[config.mk]
export PLATFORM = sky130hd
export DESIGN_NAME = atx_top
export DESIGN_NICKNAME = d
export VERILOG_FILES = /design/src/hw/atx_pkg.sv /design/src/hw/atx_dec_if.sv /design/src/hw/atx_decode.sv /design/src/hw/atx_top.sv
export VERILOG_INCLUDE_DIRS = /design/src /design/src/hw
export SDC_FILE = /design/constraint.sdc
export NUM_CORES = 1
export LEC_CHECK = 0
export BUFFER_PORTS_ARGS = -buffer_cell sky130_fd_sc_hd__buf_4
export CAP_MARGIN = 0
export CORE_AREA = 3 3 337 339
export CTS_CLUSTER_DIAMETER = 50
export DETAILED_ROUTE_END_ITERATION = 7
export DIE_AREA = 0 0 340 342
export PLACE_DENSITY = 0.53
export SLEW_MARGIN = 20
export SYNTH_ARGS = -nofsm -noshare
export SYNTH_HDL_FRONTEND = slang
export SYNTH_HIERARCHICAL = 1
export SYNTH_SLANG_ARGS = --single-unit
[constraint.sdc]
create_clock -name MCLK -period 16.1 [get_ports MCLK]
set_clock_uncertainty 0.15 [all_clocks]
set_input_delay 0.805 -clock MCLK [delete_from_list [all_inputs] [get_ports MCLK]]
set_output_delay 0.805 -clock MCLK [all_outputs]
set_load 0.03 [all_outputs]
[src/hw/atx_cfg.svh]
// Purpose: named offsets, codes, field positions and reset values
// Assumes: included by its bare name wherever a number is needed
// Notes: byte offsets on a 32-bit register bus
`ifndef ATX_CFG_SVH
`define ATX_CFG_SVH

`define ATX_ADDR_W 6
`define ATX_OFF_INSTR 6'h00
`define ATX_OFF_ACC 6'h04
`define ATX_OFF_DPTR 6'h08
`define ATX_OFF_FILEX 6'h0C
`define ATX_OFF_RAMDATA 6'h10
`define ATX_OFF_CLKCTRL 6'h14
`define ATX_OFF_PU0 6'h18
`define ATX_OFF_PU1 6'h1C
`define ATX_OFF_STATUS 6'h20

`define ATX_STORE_PAT 6'h2B
`define ATX_CODE_CLK 10'h216
`define ATX_CODE_PU0 10'h22D
`define ATX_CODE_PU1 10'h22E

`define ATX_RESP_OKAY 2'h0
`define ATX_RESP_SLVERR 2'h2

`define ATX_ST_CARRY 0
`define ATX_ST_SKIP 1
`define ATX_ST_ILL 2
`define ATX_ST_BUSY 3

`define ATX_RST_NIB 4'h0
`define ATX_RST_CODE 10'h000
`define ATX_RST_WORD 32'h0000_0000

`endif

[src/hw/atx_pkg.sv]
// Purpose: shared types of the accumulator transfer executor
// Assumes: used as atx_pkg::name, never imported
// Notes: one-hot codes written out
package atx_pkg;

  typedef enum logic [4:0] {
    ATX_OP_NONE  = 5'h01,
    ATX_OP_STORE = 5'h02,
    ATX_OP_CLK   = 5'h04,
    ATX_OP_PU0   = 5'h08,
    ATX_OP_PU1   = 5'h10
  } atx_op_t;

  typedef enum logic [1:0] {
    ATX_WR_IDLE = 2'h1,
    ATX_WR_RESP = 2'h2
  } atx_wr_t;

  typedef enum logic [1:0] {
    ATX_RD_IDLE = 2'h1,
    ATX_RD_DATA = 2'h2
  } atx_rd_t;

endpackage

[src/hw/atx_dec_if.sv]
// Purpose: carries an instruction word to the decoder and its class back
// Assumes: purely combinational path
// Notes: imm is the low nibble of the word
`timescale 1ns/1ps
interface atx_dec_if;
  logic [9:0] code;
  atx_pkg::atx_op_t op;
  logic [3:0] imm;
  modport core (output code, input op, input imm);
  modport dec (input code, output op, output imm);
endinterface

[src/hw/atx_decode.sv]
// Purpose: classifies a 10-bit instruction word
// Assumes: word is stable while read
// Notes: words outside this group come back as none
`timescale 1ns/1ps
`include "atx_cfg.svh"
module atx_decode (
  atx_dec_if.dec dif
);

  function automatic logic is_code(input logic [9:0] c,
                                   input logic [9:0] k);
    return c == k;
  endfunction

  always_comb begin
    dif.imm = dif.code[3:0];
    if (dif.code[9:4] == `ATX_STORE_PAT) begin
      dif.op = atx_pkg::ATX_OP_STORE;
    end else if (is_code(dif.code, `ATX_CODE_CLK)) begin
      dif.op = atx_pkg::ATX_OP_CLK;
    end else if (is_code(dif.code, `ATX_CODE_PU0)) begin
      dif.op = atx_pkg::ATX_OP_PU0;
    end else if (is_code(dif.code, `ATX_CODE_PU1)) begin
      dif.op = atx_pkg::ATX_OP_PU1;
    end else begin
      dif.op = atx_pkg::ATX_OP_NONE;
    end
  end

endmodule

[src/hw/atx_top.sv]
// Purpose: executes the accumulator transfer group behind AXI4-Lite
// Assumes: one write and one read in flight at most
// Notes: writing the instruction register runs it one cycle later
`timescale 1ns/1ps
`include "atx_cfg.svh"

// Functional notes
// - a word whose upper six bits are 101011 stores the accumulator into RAM at the data pointer in one cycle.
// - that store also XORs the file register with the low four bits, any value 0 to 15.
// - the XOR result is written back into the file register for the next instruction.
// - the full ten-bit clock control code copies the accumulator into the clock control register.
// - code 1000101101 copies the accumulator into pull-up control register zero in one cycle.
// - a distinct code copies the accumulator into pull-up control register one.
module atx_top #(
  parameter int RAM_WORDS = 256,
  parameter int DP_W = 8
) (
  input wire logic MCLK,
  input wire logic RST_N,
  input wire logic [`ATX_ADDR_W-1:0] S_AXI_AWADDR,
  input wire logic [2:0] S_AXI_AWPROT,
  input wire logic S_AXI_AWVALID,
  output logic S_AXI_AWREADY,
  input wire logic [31:0] S_AXI_WDATA,
  input wire logic [3:0] S_AXI_WSTRB,
  input wire logic S_AXI_WVALID,
  output logic S_AXI_WREADY,
  output logic [1:0] S_AXI_BRESP,
  output logic S_AXI_BVALID,
  input wire logic S_AXI_BREADY,
  input wire logic [`ATX_ADDR_W-1:0] S_AXI_ARADDR,
  input wire logic [2:0] S_AXI_ARPROT,
  input wire logic S_AXI_ARVALID,
  output logic S_AXI_ARREADY,
  output logic [31:0] S_AXI_RDATA,
  output logic [1:0] S_AXI_RRESP,
  output logic S_AXI_RVALID,
  input wire logic S_AXI_RREADY,
  output logic [3:0] CLOCK_CTRL,
  output logic [3:0] PULLUP_ZERO,
  output logic [3:0] PULLUP_ONE,
  output logic EXEC_DONE
);

  // refused at elaboration: the pointer must reach every ram word
  if (DP_W < 1 || DP_W > 16 || RAM_WORDS < 1 ||
      RAM_WORDS > (1 << DP_W)) begin : g_bad_size
    $error("atx_top: RAM_WORDS does not fit DP_W");
  end

  // byte-lane merge of a write into a register image
  function automatic logic [31:0] merge(input logic [31:0] old,
                                        input logic [31:0] d,
                                        input logic [3:0] s);
    logic [31:0] r;
    r = old;
    for (int i = 0; i < 4; i++) begin
      if (s[i]) begin
        r[i*8 +: 8] = d[i*8 +: 8];
      end
    end
    return r;
  endfunction

  function automatic logic mapped(input logic [`ATX_ADDR_W-1:0] a);
    return a == `ATX_OFF_INSTR || a == `ATX_OFF_ACC ||
           a == `ATX_OFF_DPTR || a == `ATX_OFF_FILEX ||
           a == `ATX_OFF_RAMDATA || a == `ATX_OFF_CLKCTRL ||
           a == `ATX_OFF_PU0 || a == `ATX_OFF_PU1 ||
           a == `ATX_OFF_STATUS;
  endfunction

  atx_dec_if dif ();

  atx_decode u_dec (
    .dif(dif)
  );

  // core state
  logic [9:0] instr_r, instr_nxt;
  logic [3:0] acc_r, acc_nxt;
  logic [DP_W-1:0] dp_r, dp_nxt;
  logic [3:0] file_r, file_nxt;
  logic carry_r, carry_nxt;
  logic ill_r, ill_nxt;
  logic pend_r, pend_nxt;
  logic [3:0] clk_r, clk_nxt;
  logic [3:0] pu0_r, pu0_nxt;
  logic [3:0] pu1_r, pu1_nxt;
  logic done_r, done_nxt;

  // bus state
  atx_pkg::atx_wr_t wst_r, wst_nxt;
  atx_pkg::atx_rd_t rst_r, rst_nxt;
  logic aw_have_r, aw_have_nxt;
  logic w_have_r, w_have_nxt;
  logic [`ATX_ADDR_W-1:0] waddr_r, waddr_nxt;
  logic [31:0] wdata_r, wdata_nxt;
  logic [3:0] wstrb_r, wstrb_nxt;
  logic awready_r, awready_nxt;
  logic wready_r, wready_nxt;
  logic bvalid_r, bvalid_nxt;
  logic [1:0] bresp_r, bresp_nxt;
  logic arready_r, arready_nxt;
  logic rvalid_r, rvalid_nxt;
  logic [31:0] rdata_r, rdata_nxt;
  logic [1:0] rresp_r, rresp_nxt;

  // memory
  logic [3:0] ram [RAM_WORDS];
  logic ram_we;
  logic [3:0] ram_wd;
  logic dp_ok;
  logic [3:0] ram_rd;
  logic commit;
  logic [31:0] st_word;

  assign dif.code = instr_r;
  assign dp_ok = 32'(dp_r) < RAM_WORDS;
  assign ram_rd = dp_ok ? ram[dp_r] : `ATX_RST_NIB;
  assign commit = aw_have_r && w_have_r && wst_r == atx_pkg::ATX_WR_IDLE;

  always_comb begin
    st_word = `ATX_RST_WORD;
    st_word[`ATX_ST_CARRY] = carry_r;
    st_word[`ATX_ST_SKIP] = 1'b0;
    st_word[`ATX_ST_ILL] = ill_r;
    st_word[`ATX_ST_BUSY] = pend_r;
  end

  // register writes from the bus and instruction execution
  always_comb begin
    logic [31:0] m;
    m = `ATX_RST_WORD;
    instr_nxt = instr_r;
    acc_nxt = acc_r;
    dp_nxt = dp_r;
    file_nxt = file_r;
    carry_nxt = carry_r;
    ill_nxt = ill_r;
    pend_nxt = 1'b0;
    clk_nxt = clk_r;
    pu0_nxt = pu0_r;
    pu1_nxt = pu1_r;
    done_nxt = 1'b0;
    ram_we = 1'b0;
    ram_wd = acc_r;
    if (commit) begin
      case (waddr_r)
        `ATX_OFF_INSTR: begin
          m = merge(32'(instr_r), wdata_r, wstrb_r);
          instr_nxt = m[9:0];
          pend_nxt = |wstrb_r[1:0];
        end
        `ATX_OFF_ACC: begin
          m = merge(32'(acc_r), wdata_r, wstrb_r);
          acc_nxt = m[3:0];
        end
        `ATX_OFF_DPTR: begin
          m = merge(32'(dp_r), wdata_r, wstrb_r);
          dp_nxt = m[DP_W-1:0];
        end
        `ATX_OFF_FILEX: begin
          m = merge(32'(file_r), wdata_r, wstrb_r);
          file_nxt = m[3:0];
        end
        `ATX_OFF_RAMDATA: begin
          m = merge(32'(ram_rd), wdata_r, wstrb_r);
          ram_wd = m[3:0];
          ram_we = wstrb_r[0] && dp_ok;
        end
        `ATX_OFF_CLKCTRL: begin
          m = merge(32'(clk_r), wdata_r, wstrb_r);
          clk_nxt = m[3:0];
        end
        `ATX_OFF_PU0: begin
          m = merge(32'(pu0_r), wdata_r, wstrb_r);
          pu0_nxt = m[3:0];
        end
        `ATX_OFF_PU1: begin
          m = merge(32'(pu1_r), wdata_r, wstrb_r);
          pu1_nxt = m[3:0];
        end
        `ATX_OFF_STATUS: begin
          if (wstrb_r[0]) begin
            carry_nxt = wdata_r[`ATX_ST_CARRY];
            if (wdata_r[`ATX_ST_ILL]) begin
              ill_nxt = 1'b0;
            end
          end
        end
        default: begin
          m = `ATX_RST_WORD;
        end
      endcase
    end
    // execution comes a cycle after the write, so no register is
    // ever written by both paths at once; carry is left alone
    if (pend_r) begin
      done_nxt = 1'b1;
      case (dif.op)
        atx_pkg::ATX_OP_STORE: begin
          ram_we = dp_ok;
          ram_wd = acc_r;
          file_nxt = file_r ^ dif.imm;
        end
        atx_pkg::ATX_OP_CLK: begin
          clk_nxt = acc_r;
        end
        atx_pkg::ATX_OP_PU0: begin
          pu0_nxt = acc_r;
        end
        atx_pkg::ATX_OP_PU1: begin
          pu1_nxt = acc_r;
        end
        default: begin
          ill_nxt = 1'b1; // set wins over the clear above
        end
      endcase
    end
  end

  // memory has no reset; contents are undefined until written
  always_ff @(posedge MCLK) begin
    if (ram_we) begin
      ram[dp_r] <= ram_wd;
    end
  end

  always_ff @(posedge MCLK or negedge RST_N) begin
    if (!RST_N) begin
      instr_r <= `ATX_RST_CODE;
      acc_r <= `ATX_RST_NIB;
      dp_r <= '0;
      file_r <= `ATX_RST_NIB;
      carry_r <= 1'b0;
      ill_r <= 1'b0;
      pend_r <= 1'b0;
      clk_r <= `ATX_RST_NIB;
      pu0_r <= `ATX_RST_NIB;
      pu1_r <= `ATX_RST_NIB;
      done_r <= 1'b0;
    end else begin
      instr_r <= instr_nxt;
      acc_r <= acc_nxt;
      dp_r <= dp_nxt;
      file_r <= file_nxt;
      carry_r <= carry_nxt;
      ill_r <= ill_nxt;
      pend_r <= pend_nxt;
      clk_r <= clk_nxt;
      pu0_r <= pu0_nxt;
      pu1_r <= pu1_nxt;
      done_r <= done_nxt;
    end
  end

  // write channel: address and data taken in either order
  always_comb begin
    wst_nxt = wst_r;
    aw_have_nxt = aw_have_r;
    w_have_nxt = w_have_r;
    waddr_nxt = waddr_r;
    wdata_nxt = wdata_r;
    wstrb_nxt = wstrb_r;
    bvalid_nxt = bvalid_r;
    bresp_nxt = bresp_r;
    if (awready_r && S_AXI_AWVALID) begin
      aw_have_nxt = 1'b1;
      waddr_nxt = S_AXI_AWADDR;
    end
    if (wready_r && S_AXI_WVALID) begin
      w_have_nxt = 1'b1;
      wdata_nxt = S_AXI_WDATA;
      wstrb_nxt = S_AXI_WSTRB;
    end
    case (wst_r)
      atx_pkg::ATX_WR_IDLE: begin
        if (commit) begin
          wst_nxt = atx_pkg::ATX_WR_RESP;
          bvalid_nxt = 1'b1;
          bresp_nxt = mapped(waddr_r) ? `ATX_RESP_OKAY
                                      : `ATX_RESP_SLVERR;
          aw_have_nxt = 1'b0;
          w_have_nxt = 1'b0;
        end
      end
      atx_pkg::ATX_WR_RESP: begin
        if (S_AXI_BREADY) begin
          wst_nxt = atx_pkg::ATX_WR_IDLE;
          bvalid_nxt = 1'b0;
        end
      end
      default: begin
        wst_nxt = atx_pkg::ATX_WR_IDLE;
        bvalid_nxt = 1'b0;
      end
    endcase
    awready_nxt = !aw_have_nxt && wst_nxt == atx_pkg::ATX_WR_IDLE;
    wready_nxt = !w_have_nxt && wst_nxt == atx_pkg::ATX_WR_IDLE;
  end

  always_ff @(posedge MCLK or negedge RST_N) begin
    if (!RST_N) begin
      wst_r <= atx_pkg::ATX_WR_IDLE;
      aw_have_r <= 1'b0;
      w_have_r <= 1'b0;
      waddr_r <= '0;
      wdata_r <= `ATX_RST_WORD;
      wstrb_r <= '0;
      awready_r <= 1'b0;
      wready_r <= 1'b0;
      bvalid_r <= 1'b0;
      bresp_r <= `ATX_RESP_OKAY;
    end else begin
      wst_r <= wst_nxt;
      aw_have_r <= aw_have_nxt;
      w_have_r <= w_have_nxt;
      waddr_r <= waddr_nxt;
      wdata_r <= wdata_nxt;
      wstrb_r <= wstrb_nxt;
      awready_r <= awready_nxt;
      wready_r <= wready_nxt;
      bvalid_r <= bvalid_nxt;
      bresp_r <= bresp_nxt;
    end
  end

  // read channel: data one cycle after the address is taken
  always_comb begin
    rst_nxt = rst_r;
    rvalid_nxt = rvalid_r;
    rdata_nxt = rdata_r;
    rresp_nxt = rresp_r;
    case (rst_r)
      atx_pkg::ATX_RD_IDLE: begin
        if (arready_r && S_AXI_ARVALID) begin
          rst_nxt = atx_pkg::ATX_RD_DATA;
          rvalid_nxt = 1'b1;
          rresp_nxt = `ATX_RESP_OKAY;
          case (S_AXI_ARADDR)
            `ATX_OFF_INSTR: rdata_nxt = 32'(instr_r);
            `ATX_OFF_ACC: rdata_nxt = 32'(acc_r);
            `ATX_OFF_DPTR: rdata_nxt = 32'(dp_r);
            `ATX_OFF_FILEX: rdata_nxt = 32'(file_r);
            `ATX_OFF_RAMDATA: rdata_nxt = 32'(ram_rd);
            `ATX_OFF_CLKCTRL: rdata_nxt = 32'(clk_r);
            `ATX_OFF_PU0: rdata_nxt = 32'(pu0_r);
            `ATX_OFF_PU1: rdata_nxt = 32'(pu1_r);
            `ATX_OFF_STATUS: rdata_nxt = st_word;
            default: begin
              rdata_nxt = `ATX_RST_WORD;
              rresp_nxt = `ATX_RESP_SLVERR;
            end
          endcase
        end
      end
      atx_pkg::ATX_RD_DATA: begin
        if (S_AXI_RREADY) begin
          rst_nxt = atx_pkg::ATX_RD_IDLE;
          rvalid_nxt = 1'b0;
        end
      end
      default: begin
        rst_nxt = atx_pkg::ATX_RD_IDLE;
        rvalid_nxt = 1'b0;
      end
    endcase
    arready_nxt = rst_nxt == atx_pkg::ATX_RD_IDLE;
  end

  always_ff @(posedge MCLK or negedge RST_N) begin
    if (!RST_N) begin
      rst_r <= atx_pkg::ATX_RD_IDLE;
      rvalid_r <= 1'b0;
      rdata_r <= `ATX_RST_WORD;
      rresp_r <= `ATX_RESP_OKAY;
      arready_r <= 1'b0;
    end else begin
      rst_r <= rst_nxt;
      rvalid_r <= rvalid_nxt;
      rdata_r <= rdata_nxt;
      rresp_r <= rresp_nxt;
      arready_r <= arready_nxt;
    end
  end

  assign S_AXI_AWREADY = awready_r;
  assign S_AXI_WREADY = wready_r;
  assign S_AXI_BVALID = bvalid_r;
  assign S_AXI_BRESP = bresp_r;
  assign S_AXI_ARREADY = arready_r;
  assign S_AXI_RVALID = rvalid_r;
  assign S_AXI_RDATA = rdata_r;
  assign S_AXI_RRESP = rresp_r;
  assign CLOCK_CTRL = clk_r;
  assign PULLUP_ZERO = pu0_r;
  assign PULLUP_ONE = pu1_r;
  assign EXEC_DONE = done_r;

endmodule

==> impl_metrics.toml <==
[setup_path]
worstSetupPathType = "flop to flop"
arrival_ps = 7320
ff2ff_setup_slack_ps = 8900
crit_start = "dp_r[0]"
worstPathRequired_ps = 16220
r2r-start = "dp_r[0]"
critical_path_peak_fanout = 94
endpoint = "ram[173][1]"
r2r_cells = 10
end_kind = "flop"
worstSetupStartpointType = "flop"
r2r_end = "ram[173][1]"

[cts]
cts_tree = "done"
clk_latency_ps = 690
cts_buffers = 119
h-tree-depth = 3
postCtsResizedCells = 0
clk_path_buf_depth = 3
cts.sink_count = 1107
cts-root-buf = "clkbuf_16"
ctsHoldBuffers = 0
cts_setup_buffers = 0
path_clk_slew_ps = 50

[timing]
setup_viol = 0
min_period_ps = 7200
relSlewSlack_pct = 25.4
setup_slack_ps = 8900
timing.final.crit_share_pct = 44.7
tightestPinTransition_ps = 1110
finalSetupTns_ps = 0
finalHoldViolations = 0
grt_setup_unrepaired = "false"
max_freq_mhz = 139
drv_slew = 0

[run]
max-cap-violations = 0

[place]
dp_hpwl_um = 62500
port_buffers = 60
gp_congestion = 0.805
pre_cts_slack_ps = 8530

[detailed_routing]
routedWlPerCell_um = 26.2
wl_um = 105000
dr.pass1.iters = 5
via_per_inst = 5.56
drc_errors = 0
antenna_left = 0
drt_iter0_drc = 2109
vias = 22300

[power_and_ir_drop]
switching_share_pct = 27.7
netSwitchingPower_w = 0.00208
powerDensity_nw_per_um2 = 150
pwr-share-seq_pct = 47.0
p_comb_share_pct = 17.0
ir_worst_vdd_mv = 0.102
leakagePower_nw = 16.4
internal-power_w = 0.00543
p_clk_share_pct = 35.9

[run_status]
outcome = "finished clean"

[global_routing]
antenna_found_initial = 1
grt.total_usage_pct = 18.1
grt_pass1_wl_um = 156000
grt_overflow_total = 0
grt_pass1_vias = 23200
grt_start_max_net_pins = 110

[synth]
yosys_warnings = 6
synth.most_common_cell = "edfxtp_1"
synth_cell_types = 64
synth_common_cells = "edfxtp_1, nor2_1, mux4_2"
ys_ff_latch = 1107
async_flop_share_pct = 7.50
post_synth.cell_area_avg_um2 = 18.8
ys_top_cells_by_area = "edfxtp_1, mux4_2, dfrtp_1"
synth_top_area_share_pct = 69.7
netlist_area_um2 = 44100
ys_seq_area_share_pct = 74.4
synthCells = 2353
synth-edff-count = 1024
synth_ff_type = "edfxtp_1"
yosys.area.top_type = "edfxtp_1"

[floorplan]
die_h_um = 342
die_area_um2 = 116000
core_region_area_um2 = 111000
ios = 115
die_x_um = 340
fp-row-count = 122
start_util_pct = 39.9

[final_layout]
drive_above_1_share_pct = 24.3
areaGrowthSynthToFinish_pct = 13.3
nets = 2489

[worst_hold_path]
hold_class = "input pin to async pin"
cells in the final DEF, fill, tap and decap left out, types with 3 or more instances in the layout:
cell type / instances
nand4_1: 6
nand2_2: 3
o41ai_1: 16
a22oi_1: 137
nor2b_1: 11
nor3b_1: 4
a31oi_1: 3
dfrtp_1: 79
nor3_1: 6
clkinvlp_4: 6
mux2i_1: 16
clkbuf_16: 120
buf_4: 100
o21ai_0: 30
nand2_1: 62
clkinv_1: 20
clkinv_2: 27
mux2_2: 42
nand3_1: 17
a21oi_1: 82
mux4_2: 256
inv_1: 12
nand3b_1: 3
clkinv_4: 10
a221o_1: 3
clkbuf_1: 14
ha_1: 4
nand2b_1: 6
conb_1: 24
bufinv_16: 12
inv_6: 11
nor2_1: 293
and2_1: 3
edfxtp_1: 1024
final cells by class:
cell class	instances	area [um2]
antenna	1	2.50
fill	9412	60700
multi-input combinational	1080	10500
inverter	12	45.0
tap	1488	1860
clock inverter	89	838
clock buffer	135	3070
sequential	1107	32800
timing repair buffer	104	830
cells by family after synthesis:
group,Yosys count,synth area share (%)
AOI/OAI and AO/OA,295,4.50
xor gates and xnor gates,1,0.0198
adders and majority gates,4,0.113
buffers and inverters,189,2.15
DFF,1107,74.4
muxes,314,14.5
other,1,0.00850
and+or+nand+nor,442,4.33
metal layers:
metal  wire, um  part of all wire [%]  vias up  global-route usage, %
met2      52700                    50      687                   30.4
met4       2710                   2.6        0                   5.61
li1           -                     -     9670                      -
met1      44000                    42    11800                   24.5
met3       5910                   5.6      163                   2.85
met5          0                     0        -                      0
worst min path at each step:
stage,from,endpoint,slack (ps),cells past startpoint
after floorplan,pend_r,EXEC_DONE,250,0
after global placement,pend_r,EXEC_DONE,310,0
after detailed placement,pend_r,EXEC_DONE,310,0
after CTS,S_AXI_WDATA[0],wdata_r[0],160,2
after global routing,RST_N,dif.code[8],80,1
final,RST_N,wdata_r[9],40,1
critical path, cell delays in order (launching register included):
cell and delay, ps:
dfrtp_4 830, buf_4 690, buf_12 670, mux4_2 590, a22oi_1 220, a21oi_1 160, o41ai_1 850, nand4_1 510
a221o_4 840, buf_4 490, buf_4 510
stage by stage:
| step | instances | hold WS [ps] | util (%) | total power, W | area [um2] |
|---|---|---|---|---|---|
| after floorplan | 2376 | 251 | - | 0.00448 | 44200 |
| after global placement | 3790 | 307 | 41.6 | 0.00485 | 46100 |
| after detailed placement | 3790 | 309 | 41.6 | 0.00489 | 46100 |
| after CTS | 4014 | 160 | 45.2 | 0.00760 | 50000 |
| after global routing | 4015 | 79.5 | 45.2 | 0.00781 | 50000 |
| final | 4016 | 40.5 | 45.2 | 0.00751 | 50000 |
power groups by stage:
stage	registers [W]	clock network, W	logic, W
after floorplan	0.00359	0	0.000889
after global placement	0.00359	0	0.00127
after detailed placement	0.00359	0	0.00130
after CTS	0.00353	0.00277	0.00130
after global routing	0.00355	0.00288	0.00138
final	0.00353	0.00270	0.00128
registers in the layout (all words and copies together), names as in the netlist, 2 cells and up:
| register | count |
|---|---|
| wdata_r | 10 |
| dp_r | 8 |
| dif.code | 10 |
| file_r | 4 |
| PULLUP_ONE | 4 |
| acc_r | 4 |
| wst_r | 2 |
| wstrb_r | 2 |
| waddr_r | 6 |
| rst_r | 2 |
| CLOCK_CTRL | 4 |
| PULLUP_ZERO | 4 |
| S_AXI_RDATA | 10 |
| ram | 1024 |
Note: power is estimated with default switching activity, not from simulation.
